<file path="src/inc/bbs_pkg.sv">
// package: constants and types of the bit-banged serial shift master
`default_nettype none
package bbs_pkg;
  // ==========================================================================
  // clock and bit rates
  localparam int         CLK_KHZ      = 10000;
  localparam int         OUT_KBPS     = 800;
  localparam int         IN_KBPS      = 600;
  // rate is a floor, so the cycle count per bit rounds down
  localparam logic [3:0] OUT_HALF_CYC = 4'(CLK_KHZ / OUT_KBPS / 2);
  localparam logic [3:0] IN_HALF_CYC  = 4'(CLK_KHZ / IN_KBPS / 2);
  // ==========================================================================
  // mode field
  localparam logic [1:0] MODE_RST      = 2'h1;
  localparam int         MODE_LSB_BIT  = 0;
  localparam int         MODE_LATE_BIT = 1;
  // ==========================================================================
  // framing
  localparam int         BYTE_BITS    = 8;
  localparam int         NUM_PREFIX   = 3;
  localparam logic [3:0] BITS_NORMAL  = 4'h8;
  localparam logic [3:0] BITS_DUMMY   = 4'h9;
  localparam logic [1:0] PREFIX_END   = 2'h3;
  typedef enum logic [3:0] {
    ST_IDLE  = 4'h1,
    ST_LOAD  = 4'h2,
    ST_SHIFT = 4'h4,
    ST_DONE  = 4'h8
  } bbs_state_t;
endpackage
`default_nettype wire

</file>
<file path="src/rtl/bbs_rx_buf.sv">
// module: two-entry receive buffer with valid/ready on both sides
`timescale 1ns/1ps
`default_nettype none
module bbs_rx_buf #(
  parameter int WIDTH = 8
) (
  input  wire logic             clk_i,
  input  wire logic             rst_i,
  input  wire logic             in_valid_i,
  input  wire logic [WIDTH-1:0] in_data_i,
  output logic                  in_ready_o,
  output logic                  out_valid_o,
  output logic      [WIDTH-1:0] out_data_o,
  input  wire logic             out_ready_i
);
  // ==========================================================================
  // head feeds the output, spare catches a word while the reader stalls
  logic             spare_v_q;
  logic [WIDTH-1:0] spare_d_q;
  logic             push;
  logic             pop;

  assign in_ready_o = ~spare_v_q;
  assign push       = in_valid_i & ~spare_v_q;
  assign pop        = out_valid_o & out_ready_i;

  always_ff @(posedge clk_i) begin
    if (rst_i) begin
      out_valid_o <= 1'b0;
      out_data_o  <= '0;
      spare_v_q   <= 1'b0;
      spare_d_q   <= '0;
    end else if (pop || !out_valid_o) begin
      if (spare_v_q) begin
        out_valid_o <= 1'b1;
        out_data_o  <= spare_d_q;
        spare_v_q   <= push;
        spare_d_q   <= in_data_i;
      end else begin
        out_valid_o <= push;
        out_data_o  <= in_data_i;
      end
    end else if (push) begin
      spare_v_q <= 1'b1;
      spare_d_q <= in_data_i;
    end
  end
endmodule
`default_nettype wire

</file>
<file path="src/rtl/bbs_shift_master.sv">
// module: bit-banged serial shift master with mode, select and shared data pin
// Function
// RULE1: mode 0: msb first, positive clock
// RULE2: mode 1: lsb first, positive clock
// RULE3: modes 2/3: sample from second pulse
// RULE4: mode resets to 1
// RULE5: mode holds for all later transfers
// RULE6: select line low during transfer
// RULE7: no select line: never drive select
// RULE8: one clock pulse per output bit
// RULE9: pins stay driven outputs after sending
// RULE10: send programmed count of bytes
// RULE11: output shifts at 800 kbit/s
// RULE12: up to three optional prefix bytes
// RULE13: shared pin: drive prefixes, then release
// RULE14: input at 600 kbit/s, fill count
// RULE15: clock idles low, modes 2/3 configurable
`timescale 1ns/1ps
`default_nettype none
module bbs_shift_master
  import bbs_pkg::*;
#(
  parameter logic SCK_IDLE_M23 = 1'b0
) (
  input  wire logic       REF_CLK_I,
  input  wire logic       SYS_RST_I,
  input  wire logic       MODE_WR_I,
  input  wire logic [1:0] MODE_I,
  output logic      [1:0] MODE_O,
  input  wire logic       START_OUT_I,
  input  wire logic       START_IN_I,
  input  wire logic       CS_EN_I,
  input  wire logic       SHARED_PIN_I,
  input  wire logic [7:0] BYTE_CNT_I,
  input  wire logic [2:0] PREFIX_EN_I,
  input  wire logic [7:0] PREFIX0_I,
  input  wire logic [7:0] PREFIX1_I,
  input  wire logic [7:0] PREFIX2_I,
  input  wire logic       TX_VALID_I,
  input  wire logic [7:0] TX_DATA_I,
  output logic            TX_READY_O,
  output logic            RX_VALID_O,
  output logic      [7:0] RX_DATA_O,
  input  wire logic       RX_READY_I,
  output logic            BUSY_O,
  output logic            DONE_O,
  output logic            SCK_O,
  output logic            CS_N_O,
  output logic            CS_OE_O,
  output logic            DOUT_O,
  output logic            DOUT_OE_O,
  input  wire logic       DIN_I
);
  // ==========================================================================
  // state
  bbs_state_t st_q;
  logic [1:0] xmode_q;
  logic       xin_q;
  logic       xcs_q;
  logic       xshared_q;
  logic [1:0] pre_idx_q;
  logic [7:0] left_q;
  logic [7:0] sh_q;
  logic [3:0] bits_q;
  logic       half_q;
  logic [3:0] tick_q;
  logic       rxing_q;
  logic       din_s1_q;
  logic       din_s2_q;
  logic       push_q;
  logic [7:0] push_data_q;
  logic       buf_in_ready;
  logic       half_end;
  logic       sck_idle;
  logic       tx_take;
  logic [7:0] pfx [NUM_PREFIX];

  assign pfx[0]   = PREFIX0_I;
  assign pfx[1]   = PREFIX1_I;
  assign pfx[2]   = PREFIX2_I;
  assign half_end = (tick_q == 4'h0);
  assign sck_idle = xmode_q[MODE_LATE_BIT] ? SCK_IDLE_M23 : 1'b0; // RULE15
  assign tx_take  = TX_READY_O & TX_VALID_I;
  assign MODE_O   = xmode_q;

  // ==========================================================================
  // mode setting
  logic [1:0] mode_q;

  always_ff @(posedge REF_CLK_I) begin
    if (SYS_RST_I) begin
      mode_q <= MODE_RST; // RULE4
    end else if (MODE_WR_I) begin
      mode_q <= MODE_I; // RULE5
    end
  end

  // ==========================================================================
  // input synchroniser
  always_ff @(posedge REF_CLK_I) begin
    if (SYS_RST_I) begin
      din_s1_q <= 1'b0;
      din_s2_q <= 1'b0;
    end else begin
      din_s1_q <= DIN_I;
      din_s2_q <= din_s1_q;
    end
  end

  // ==========================================================================
  // half-bit timer
  always_ff @(posedge REF_CLK_I) begin
    if (SYS_RST_I) begin
      tick_q <= OUT_HALF_CYC - 4'h1;
    end else if (st_q != ST_SHIFT || half_end) begin
      tick_q <= (xin_q ? IN_HALF_CYC : OUT_HALF_CYC) - 4'h1; // RULE11 RULE14
    end else begin
      tick_q <= tick_q - 4'h1;
    end
  end

  // ==========================================================================
  // sequencer
  always_ff @(posedge REF_CLK_I) begin
    if (SYS_RST_I) begin
      st_q        <= ST_IDLE;
      xmode_q     <= MODE_RST;
      xin_q       <= 1'b0;
      xcs_q       <= 1'b0;
      xshared_q   <= 1'b0;
      pre_idx_q   <= 2'h0;
      left_q      <= 8'h00;
      sh_q        <= 8'h00;
      bits_q      <= 4'h0;
      half_q      <= 1'b0;
      rxing_q     <= 1'b0;
      push_q      <= 1'b0;
      push_data_q <= 8'h00;
    end else begin
      push_q <= 1'b0;
      unique case (st_q)
        ST_IDLE: begin
          if (START_OUT_I || START_IN_I) begin
            xin_q     <= START_IN_I;
            xmode_q   <= mode_q; // RULE5
            xcs_q     <= CS_EN_I;
            xshared_q <= SHARED_PIN_I;
            left_q    <= BYTE_CNT_I; // RULE10
            pre_idx_q <= 2'h0;
            st_q      <= ST_LOAD;
          end
        end
        ST_LOAD: begin
          half_q <= 1'b0;
          if (xin_q && pre_idx_q != PREFIX_END) begin
            pre_idx_q <= pre_idx_q + 2'h1;
            if (PREFIX_EN_I[pre_idx_q]) begin // RULE12
              sh_q    <= pfx[pre_idx_q];
              rxing_q <= 1'b0;
              bits_q  <= BITS_NORMAL;
              st_q    <= ST_SHIFT;
            end
          end else if (left_q == 8'h00) begin
            st_q <= ST_DONE;
          end else if (!xin_q) begin
            if (tx_take) begin
              sh_q    <= TX_DATA_I;
              rxing_q <= 1'b0;
              bits_q  <= BITS_NORMAL;
              st_q    <= ST_SHIFT;
            end
          end else if (buf_in_ready && !push_q) begin
            // a byte starts only when the buffer can take it, so none is lost
            rxing_q <= 1'b1;
            bits_q  <= xmode_q[MODE_LATE_BIT] ? BITS_DUMMY : BITS_NORMAL; // RULE3
            st_q    <= ST_SHIFT;
          end
        end
        ST_SHIFT: begin
          if (half_end && !half_q) begin
            half_q <= 1'b1;
            if (rxing_q && bits_q != BITS_DUMMY) begin // RULE3
              if (xmode_q[MODE_LSB_BIT]) begin
                sh_q <= {din_s2_q, sh_q[7:1]};
              end else begin
                sh_q <= {sh_q[6:0], din_s2_q};
              end
            end
          end else if (half_end) begin
            half_q <= 1'b0;
            bits_q <= bits_q - 4'h1;
            if (!rxing_q) begin
              sh_q <= xmode_q[MODE_LSB_BIT] ? (sh_q >> 1) : (sh_q << 1); // RULE1 RULE2
            end
            if (bits_q == 4'h1) begin
              st_q <= ST_LOAD;
              if (rxing_q) begin
                left_q      <= left_q - 8'h01; // RULE14
                push_q      <= 1'b1;
                push_data_q <= sh_q;
              end else if (!xin_q) begin
                left_q <= left_q - 8'h01; // RULE10
              end
            end
          end
        end
        ST_DONE: begin
          st_q <= ST_IDLE;
        end
        default: begin
          st_q <= ST_IDLE;
        end
      endcase
    end
  end

  // ==========================================================================
  // handshake and status outputs
  always_ff @(posedge REF_CLK_I) begin
    if (SYS_RST_I) begin
      TX_READY_O <= 1'b0;
      BUSY_O     <= 1'b0;
      DONE_O     <= 1'b0;
    end else begin
      TX_READY_O <= (st_q == ST_LOAD) && !xin_q && (left_q != 8'h00) && !tx_take;
      BUSY_O     <= (st_q != ST_IDLE) || START_OUT_I || START_IN_I;
      DONE_O     <= (st_q == ST_DONE);
    end
  end

  // ==========================================================================
  // pins
  always_ff @(posedge REF_CLK_I) begin
    if (SYS_RST_I) begin
      SCK_O     <= 1'b0;
      CS_N_O    <= 1'b1;
      CS_OE_O   <= 1'b0;
      DOUT_O    <= 1'b0;
      DOUT_OE_O <= 1'b0;
    end else begin
      SCK_O <= ((st_q == ST_SHIFT) && half_q) ^ sck_idle; // RULE8 RULE15
      if (st_q == ST_IDLE && (START_OUT_I || START_IN_I) && CS_EN_I) begin // RULE7
        CS_N_O  <= 1'b0; // RULE6
        CS_OE_O <= 1'b1; // RULE9
      end else if (st_q == ST_DONE && xcs_q) begin
        CS_N_O <= 1'b1;
      end
      if (st_q == ST_SHIFT && !rxing_q) begin
        DOUT_O    <= xmode_q[MODE_LSB_BIT] ? sh_q[0] : sh_q[7]; // RULE1 RULE2
        DOUT_OE_O <= 1'b1; // RULE9 RULE13
      end else if (st_q == ST_SHIFT && xshared_q) begin
        DOUT_OE_O <= 1'b0; // RULE13
      end
    end
  end

  bbs_rx_buf #(
    .WIDTH(BYTE_BITS)
  ) u_rx_buf (
    .clk_i       (REF_CLK_I),
    .rst_i       (SYS_RST_I),
    .in_valid_i  (push_q),
    .in_data_i   (push_data_q),
    .in_ready_o  (buf_in_ready),
    .out_valid_o (RX_VALID_O),
    .out_data_o  (RX_DATA_O),
    .out_ready_i (RX_READY_I)
  );

  logic sck_act;
  assign sck_act = SCK_O ^ sck_idle;
endmodule
`default_nettype wire

</file>
<file path="config.mk">
export PLATFORM = sky130hd
export DESIGN_NAME = bbs_shift_master
export DESIGN_NICKNAME = d
export VERILOG_FILES = /design/src/inc/bbs_pkg.sv /design/src/rtl/bbs_rx_buf.sv /design/src/rtl/bbs_shift_master.sv
export SDC_FILE = /design/constraint.sdc
export NUM_CORES = 1
export LEC_CHECK = 0
export BUFFER_PORTS_ARGS = -buffer_cell sky130_fd_sc_hd__buf_2
export CAP_MARGIN = 40
export CORE_MARGIN = 4
export CORE_UTILIZATION = 50
export DETAILED_ROUTE_END_ITERATION = 8
export PLACE_DENSITY = 0.76
export SLEW_MARGIN = 10
export SYNTH_ARGS = -nofsm -noshare
export SYNTH_HDL_FRONTEND = slang
export SYNTH_SLANG_ARGS = --single-unit
</file>
<file path="constraint.sdc">
create_clock -name REF_CLK_I -period 1.71 [get_ports REF_CLK_I]
set_input_delay 0.171 -clock REF_CLK_I [delete_from_list [all_inputs] [get_ports REF_CLK_I]]
set_output_delay 0.171 -clock REF_CLK_I [all_outputs]
set_load 0.02 [all_outputs]
</file>
---- Word level (Yosys, flattened, before mapping) ----
Index checks and enable logic that the tools add are counted.
word-level totals
  register bits after elaboration ......... 76
  word-level logic and storage cells ...... 193
  output and inout port bits .............. 19
  input port bits ......................... 55
cells by class
  magnitude comparators ................... 2
  mux-type cells .......................... 73
  reduce and logical (&&, ||, !) cells .... 45
  add/subtract/negate cells ............... 5
  equality and inequality tests ........... 30
  bitwise gates (word level) .............. 9
operators by type and width
  operator                                             number
  two-way mux 8 bit                                    23
  two-way mux 4 bit                                    20
  case mux 8 bit (2 select lines)                      2
  != test 3 bit, second input constant                 8
  two-way mux 1 bit                                    20
  binary-select mux 8 bit (select 2 bit)               1
  AND reduction 7 bit                                  2
  logical AND 1 bit                                    13
  != test 2 bit, second input constant                 6
  != test 4 bit, second input constant                 3
  case mux 4 bit (3 select lines)                      1
  nonzero test 2 bit                                   6
  subtractor 4 x 1 -> 4 bit, second input constant     3
  != test 5 bit, second input constant                 2
  AND reduction 5 bit                                  2
  equality test 4 x 1 -> 1 bit, second input constant  2
  zero test 8 bit                                      1
  case mux 4 bit (2 select lines)                      1
  AND reduction 8 bit                                  1
  nonzero test 8 bit                                   1
  subtractor 8 x 1 -> 8 bit, second input constant     1
  zero test 1 bit                                      6
  != test 2 x 1 -> 1 bit, second input constant        3
  AND reduction 2 bit                                  3
  22 further kinds                                     33

---- Depth between registers and ports, before layout ----
Gate-level depths: netlist (run 1).
  depth in word-level cells ............... 7
  gate-level depth with buffers ........... 8
  gate-level depth less buffers ........... 7

---- Hierarchy ----
From an unflattened synthesis (run 1), not the netlist that was laid out.
unflattened totals
  cells, all modules ...................... 440
  area total of the unflattened synthesis .. 4046.4 µm²
modules (own cells, without submodules)
  module            cells an instance  instances  sequential area each (µm²)  area each (µm²)
  bbs_shift_master  362                1          1161.1                      3226.8
  bbs_rx_buf        78                 1          360.3                       819.5

---- Worst setup path after synthesis (run 1) ----
Ideal clock, no wire load.
  path kind ............................... reg2reg
  start ................................... reg bits_q[1]
  end ..................................... reg left_q[7]
  cell stages (with the launch flop) ...... 8
  buffers on the path ..................... 0
  slack ................................... -99 ps
  library setup time ...................... 132 ps
  data required time ...................... 1578 ps
  period minus slack after synthesis ...... 1809 ps
  data arrival time ....................... 1677 ps
  cell sequence ........................... dfxtp_1 -> inv_1 -> ha_1 -> nor3b_1 -> a31oi_2 -> or4_1 -> o21ai_1 -> a21oi_1
between the ends
  word-level cells in the longest chain between the ends .. 3
ends and longest elaborated chain
  item                           line                     text
  start, declared                bbs_shift_master.sv:64   logic [3:0] bits_q;
  start signal, assigned         bbs_shift_master.sv:175  bits_q <= xmode_q[MODE_LATE_BIT] ? BITS_DUMMY : BITS_NORMAL;
  start signal, assigned         bbs_shift_master.sv:191  bits_q <= bits_q - 4'h1;
  equality test 4 x 1 -> 1 bit   bbs_shift_master.sv:195  if (bits_q == 4'h1) begin
  != test 2 bit (no line)        --
  AND reduction 6 bit (no line)  --
  end signal, assigned           bbs_shift_master.sv:198  left_q <= left_q - 8'h01;
  end signal, assigned           bbs_shift_master.sv:202  left_q <= left_q - 8'h01;
  end, declared                  bbs_shift_master.sv:62   logic [7:0] left_q;
Every way passes these cells.
A chain may end at the register's enable or synchronous reset.

---- Worst setup path in the final report (run 1) ----
  start ................................... reg st_q[2]
  end ..................................... reg left_q[3]
between the ends
  word-level cells in the longest chain between the ends .. 3
  elaborated cells between the ends (all ways) .. 10
  those cells by class .................... eq/ne: 7; mux: 1; reduce/logical: 2
ends and longest elaborated chain
  item                                                                                 line                     text
  start, declared                                                                      bbs_shift_master.sv:56   bbs_state_t st_q;
  start signal, assigned                                                               bbs_shift_master.sv:126  st_q <= ST_IDLE;
  start signal, assigned                                                               bbs_shift_master.sv:150  st_q <= ST_LOAD;
  start signal, assigned                                                               bbs_shift_master.sv:161  st_q <= ST_SHIFT;
  equality test 4 x 3 -> 1 bit / equality test 4 x 1 -> 1 bit (equally long branches)  bbs_shift_master.sv:141  unique case (st_q)
  != test 3 bit (no line) (tied with other cells)                                      --
  AND reduction 6 bit (no line)                                                        --
Several ways; a longest one is shown, not always the timed one.

==> results of run 1 <==
## final cells by class
type / instances / share of cell area
Inverter: 7 / 0.005028
Timing Repair Buffer: 145 / 0.1855
Multi-Input combinational cell: 318 / 0.4546
Sequential cell: 76 / 0.2949
Tap cell: 99 / 0.02370
Clock buffer: 9 / 0.02370
Clock inverter: 7 / 0.01245
## worst reg2reg max path: stages (launching register included)
cell	delay [ns]
dfxtp_4	0.37
or4b_4	0.57
nor3_4	0.24
nor4_4	0.11
buf_6	0.15
buf_6	0.11
a211oi_2	0.17
## power by group through the flow
stage / Clock (uW) / Combinational [uW] / Sequential (uW)
3_5_place_dp: 0 / 1090 / 2030
6_report: 1320 / 1260 / 2010
4_1_cts: 1340 / 1160 / 2000
5_1_grt: 1410 / 1360 / 2020
3_3_place_gp: 0 / 1070 / 2030
2_1_floorplan: 0 / 660 / 2030
## flip-flops by register name (all words and copies together), names as in the netlist, 2 cells and up
signal,count
mode_q,2
bits_q,4
push_data_q,8
MODE_O,2
st_q,4
pre_idx_q,2
tick_q,4
sh_q,8
u_rx_buf.out_data_o,8
u_rx_buf.spare_d_q,8
left_q,8
## metal layers
layer	share of wire	GRT usage	up-vias
li1	-	-	1838
met5	0	0	-
met3	0.076	0.05317	23
met2	0.48	0.3735	148
met1	0.42	0.2831	1799
met4	0.028	0.1220	0
## timing repair
action	4_1_cts	5_1_grt
setup buffers	10	7
gates cloned	0	1
gates resized for setup	31	24
endpoints found under the setup margin	38	39
pin swaps	26	15
## through the flow
step	std cells	area, um2	hold WS (ns)
floorplan	425	3900	0.2992
global placement	629	4723	0.3952
detailed placement	629	4723	0.3962
CTS	654	5089	0.01887
global route	661	5226	0.03229
finish	661	5226	0.02467
## kinds of logic after synthesis
logic type,after synthesis
adders and majority gates,6
xor gates and xnor gates,1
muxes,47
AOI/OAI and AO/OA,111
and+or+nand+nor,152
buffers and inverters,32
DFF,76
## Yosys cell counts (7+ instances only)
cell / instances / area, um2
a211oi_1: 13 / 97.59
a21oi_1: 33 / 165.2
a221oi_1: 8 / 70.07
clkbuf_1: 17 / 63.81
dfxtp_1: 76 / 1521
mux2_2: 9 / 101.4
mux2i_1: 38 / 380.4
nand2_1: 26 / 97.59
nand3_1: 7 / 35.03
nor2_1: 60 / 225.2
nor3_1: 16 / 80.08
o21ai_0: 20 / 100.1
## final timing paths
| check | start | to | depth (start not counted) |
|---|---|---|---|
| setup / recovery | st_q[2] | left_q[3] | 6 |
| hold / removal | MODE_I[0] | mode_q[0] | 3 |
| setup reg to reg | st_q[2] | left_q[3] | 6 |
| hold reg to reg | din_s1_q | din_s2_q | 1 |
## layout by cell type, fill, tap and decap left out, types with 3 or more instances in the layout
cell and instances:
nor2b_1 6, dfxtp_1 64, or4b_4 3, a221oi_1 6
nand4_1 5, nand2_1 25, o21ai_1 4, o22ai_1 6
nor2_2 3, buf_6 7, a21oi_1 31, buf_12 3
mux2i_1 37, dfxtp_2 10, nor4_4 3, buf_2 73
a21oi_2 6, mux2_2 8, o211ai_1 3, nor2_1 57
nor3_1 14, clkbuf_8 9, nand3_1 6, inv_1 4
ha_1 3, a211oi_1 11, a32o_1 3, buf_4 62
a221oi_2 3, o21ai_0 16
==> run summary, run 1 <==
CP most frequent cell -> buf_6
Die Span X -> 95.84 um
maximum vdd ir drop -> 559.7 uV
routed wire length -> 10640 um
# rows -> 31
Die Ht -> 95.84 um
Skew-Pair Late Insertion Delay -> 0.37 ns
register area share after synthesis -> 0.3944
critical path's top delay family -> simple AND/OR/NAND/NOR gates
Synth cell types -> 63
Post-synth EDFFs -> 0
reg-to-reg slack, setup -> -0.11 ns
H-tree lvl count -> 3
min setup slack post-route -> -0.1061 ns
Syn Inst Count -> 425
PortBufs -> 73
critical-path cell list -> or4b_4, nor3_4, nor4_4, buf_6, buf_6, a211oi_2
worst-path cell with the longest stage delay -> or4b_4
CP Max Fanout -> 8
Sw Pwr -> 1517 uW
Fin. Hold Viols -> 0
antenna fix cells -> 0
CTS Sinks -> 76
WP data arrival -> 2.09 ns
Max stage delay on crit path -> 0.57 ns
sequential share of power -> 0.438
CTS Hold Buffers Added -> 0
Clock Tree Buf Depth -> 2
Nets -> 618
total power -> 4587 uW
Syn Nets -> 486
GRT Overall Usage -> 0.2302
Post-synth top flop -> dfxtp_1
DR iter-0 viols -> 198
Max-Cap Viols -> 0
dpl ws -> -0.1908 ns
Pins Over Slew Limit -> 0
adder-cell share of the synthesized area -> 0.01946
complex-gate fraction of the synthesized area -> 0.2066
drt pass-1 iters -> 5
Comb power frac -> 0.275
layout cells sized above 1 -> 0.4199
Power Dens Cells -> 877.7 nW/um2
RSZ-0062 raised after global routing -> yes
Via Count -> 3808
HPWL after DPL -> 7412 um
setup TNS -> -1.253 ns
TritonCTS clock tree -> done
CTS root buf -> clkbuf_8
fin crit period -> 1.816 ns
mux share of post-synthesis cell area -> 0.1249
initial antenna violation count -> 0
Initial Util -> 0.5234
Final Util -> 0.7092
internal power -> 3070 uW
# DRC -> 0
period utilization -> 1.062
CTS clk-pin slew, worst paths -> 0.08 ns
Worst Skew -> 0.01360 ns
GRT overflow -> 0
Filler cells -> 570
Seq cells post-synth -> 76
Ports -> 74
switch share -> 0.3307
critical path startpoint category -> flip-flop
die area -> 9184 um2
Bufs and invs on worst path -> 2
Critical Setup Path Class -> reg2reg
Avg Cell Area, Syn -> 9.076 um2
XOR/XNOR Fraction of Synth Area -> 0.002271
register area -> 1541 um2
failing checks -> negative setup slack
first-pass GRT wire length -> 16590 um
top achievable clock speed -> 550.6 MHz
status -> finished with violations
largest family of logic cells by synthesized area -> simple AND/OR/NAND/NOR gates
core box area -> 7370 um2
Final Wtd Congestion -> 0.9571
simple-gate share of the synthesized area -> 0.2144
clock share of power -> 0.287
vias per cell -> 5.761
Routed WL per cell -> 16.10 um
Least-Margin Pin Slew -> 0.5941 ns
Inserted Clock Buffers -> 9
P_leak -> 0.002280 uW
antenna-violating nets left -> 0
yosys synthesis warning count -> 0
Synth Cell Area -> 3857 um2
largest net degree at the start of global routing -> 45
slew margin rel. -> 0.6040
Area Overhead vs Synth -> 35.48%
final setup vio count -> 22
number of global-route vias before repair -> 3565
Min-Delay Path Class -> in2reg
Worst Path Required -> 1.99 ns
asr flop ratio synth -> 0
critical path endpoint category -> flip-flop
footprint of the multi-input gates -> 2376 um2
Power figures use the tool's default switching activity.
==> inputs of run 2 (changes only) <==
--- a/config.mk
+++ b/config.mk
@@ -8,9 +8,9 @@
 export BUFFER_PORTS_ARGS = -buffer_cell sky130_fd_sc_hd__buf_2
 export CAP_MARGIN = 40
 export CORE_MARGIN = 4
-export CORE_UTILIZATION = 50
+export CORE_UTILIZATION = 40
 export DETAILED_ROUTE_END_ITERATION = 8
-export PLACE_DENSITY = 0.76
+export PLACE_DENSITY = 0.73
 export SLEW_MARGIN = 10
 export SYNTH_ARGS = -nofsm -noshare
 export SYNTH_HDL_FRONTEND = slang
==> run 2 against run 1 <==
  * The flow still finishes with violations (negative setup slack)
  * Via count decreased by 0.97%
  * Hold slack improved by 0.0093 ns
  * Die area increased by 23%
  * Flip-flop and latch count unchanged
  * Non-clock buffer count unchanged
  * Cell count increased by 4.5%
  * Sequential share of layout area decreased by 0.71 points
  * Sequential power about the same
  * Clock power increased by 20%
  * Setup slack got worse by 0.076 ns
  * First-iteration DRC count increased by 52%
  * Clock-buffer cell count increased by 1
  * Critical path type unchanged
  * Critical endpoint is now sh_q[4]
  * Highest routed layer unchanged
==> run summary, run 2 (synthesis gave the netlist of run 1 again) <==
Ports -> 74 (unchanged)
Least-Margin Pin Slew -> 0.4409 ns (-0.1532 ns)
critical path endpoint category -> flip-flop
internal power -> 3399 uW (+11%)
number of global-route vias before repair -> 3652 (+2.4%)
CTS clk-pin slew, worst paths -> 0.08 ns (about the same)
DR iter-0 viols -> 301 (+52%)
switch share -> 0.3071 (-0.02363)
min setup slack post-route -> -0.1819 ns (-0.07580 ns)
Final Util -> 0.5755 (-0.1337)
Nets -> 618 (unchanged)
fin crit period -> 1.892 ns (+0.07580 ns)
period utilization -> 1.106 (+0.04433)
routed wire length -> 11300 um (+6.2%)
sequential share of power -> 0.409 (-0.029)
Max-Cap Viols -> 0 (unchanged)
Via Count -> 3771 (-0.97%)
CTS Hold Buffers Added -> 0 (unchanged)
Critical Setup Path Class -> reg2reg
CP Max Fanout -> 8 (unchanged)
Inserted Clock Buffers -> 9 (unchanged)
Comb power frac -> 0.270 (-0.005)
Clock Tree Buf Depth -> 2 (unchanged)
clock share of power -> 0.321 (+0.034)
antenna-violating nets left -> 0 (unchanged)
GRT Overall Usage -> 0.1929 (-0.03727)
PortBufs -> 73 (unchanged)
Area Overhead vs Synth -> 39.15%
total power -> 4906 uW (+6.9%)
# DRC -> 0 (unchanged)
WHS Path Cells -> 3 (unchanged)
H-tree lvl count -> 3 (unchanged)
die area -> 11280 um2 (+23%)
maximum vdd ir drop -> 531.4 uV (-5.1%)
slew margin rel. -> 0.7061 (+0.1021)
worst reg2reg path depth -> 7 (+1)
GRT overflow -> 0 (unchanged)
Worst Skew -> 0.01009 ns (-0.003508 ns)
Pins Over Slew Limit -> 0 (unchanged)
status -> finished with violations
Skew-Pair Late Insertion Delay -> 0.36 ns (about the same)
Die Span X -> 106.2 um (+11%)
CTS root buf -> clkbuf_8
# rows -> 35 (+13%)
Routed WL per cell -> 16.35 um (+1.6%)
Initial Util -> 0.4135 (-0.1099)
HPWL after DPL -> 7662 um (+3.4%)
Worst Path Required -> 1.99 ns (about the same)
Fin. Hold Viols -> 0 (unchanged)
dpl cells -> 658 (+4.6%)
P_leak -> 0.002290 uW (+0.44%)
RSZ-0062 raised after global routing -> yes
TritonCTS clock tree -> done
dpl ws -> -0.1853 ns (+0.005532 ns)
final setup vio count -> 24 (+9.1%)
Power Dens Cells -> 914.0 nW/um2 (+4.1%)
Final Wtd Congestion -> 0.8706 (-9.0%)
initial antenna violation count -> 0 (unchanged)
setup TNS -> -2.412 ns (-1.160 ns)
most frequent cells in the layout -> 73 x buf_2, 65 x dfxtp_1, 57 x nor2_1
first-pass GRT wire length -> 17590 um (+6.0%)
Die Ht -> 106.2 um (+11%)
commonest non-fill, non-tap cell in the layout -> buf_2
drt pass-1 iters -> 5 (unchanged)
critical path startpoint category -> flip-flop
layout cells sized above 1 -> 0.4306 (+0.01068)
Sw Pwr -> 1506 uW (-0.70%)
antenna fix cells -> 0 (unchanged)
CTS Sinks -> 76 (unchanged)
Cell Count, Final, Fillers Out -> 691 (+4.5%)
largest net degree at the start of global routing -> 39 (-13%)
Min-Delay Path Class -> in2reg
top achievable clock speed -> 528.6 MHz (-4.0%)
core box area -> 9328 um2 (+27%)
failing checks -> negative setup slack
WP data arrival -> 2.17 ns (+0.08 ns)
vias per cell -> 5.457 (-5.3%)
[run 2: critical path, cell delays in order, from the launching register on]
cell and delay, ns:
dfxtp_4 0.38, mux2_4 0.30, a221o_2 0.43, buf_6 0.15, a2bb2oi_4 0.24, buf_6 0.14
nor3_2 0.04, nor3_1 0.14
[run 2: power by group through the flow]
| stage | Sequential (uW) | Clock [uW] | Combinational (uW) |
|---|---|---|---|
| floorplan | 2030 | 0 | 660 |
| global placement | 2030 | 0 | 1060 |
| detailed placement | 2030 | 0 | 1090 |
| CTS | 2000 | 1600 | 1200 |
| global route | 2020 | 1690 | 1420 |
| finish | 2010 | 1580 | 1320 |
[run 2: stage by stage]
stage	hold slack [ns]	cell area, um2
after global placement	0.3879	4766
after CTS	0.02423	5204
after detailed placement	0.4086	4766
after global routing	0.03970	5368
after floorplan	0.2992	3900
final	0.03401	5368
[run 2: what timing repair did]
| action | 4_1_cts | 5_1_grt |
|---|---|---|
| endpoints found under the hold margin | 0 | 0 |
| setup endpoints to repair | 38 | 40 |
| resized for setup | 38 | 33 |
| setup buffers | 13 | 4 |
| gates cloned | 0 | 1 |
| pin swaps | 27 | 23 |
[run 2: worst paths after layout]
| path | from | end | slack [ns] |
|---|---|---|---|
| max reg2reg | pre_idx_q[0] | sh_q[4] | -0.18 |
| min | MODE_I[0] | mode_q[0] | 0.03 |
| max | pre_idx_q[0] | sh_q[4] | -0.18 |
| min reg2reg | din_s1_q | din_s2_q | 0.45 |
[run 2: area by class of cell]
cell class / count / area, um2
fillers: 780 / 3960
repair buffers: 145 / 999.7
flip-flops and latches: 76 / 1545
inverters: 7 / 26.28
clock buffers: 10 / 137.6
well taps: 129 / 161.4
clock inverters: 6 / 93.84
multi-input cells: 318 / 2404
[run 2: routing by layer]
metal | GRT usage | wire, um
met1 | 0.2533 | 4848
met2 | 0.3095 | 5406
met3 | 0.04979 | 830
met4 | 0.06198 | 210
met5 | 0 | 0
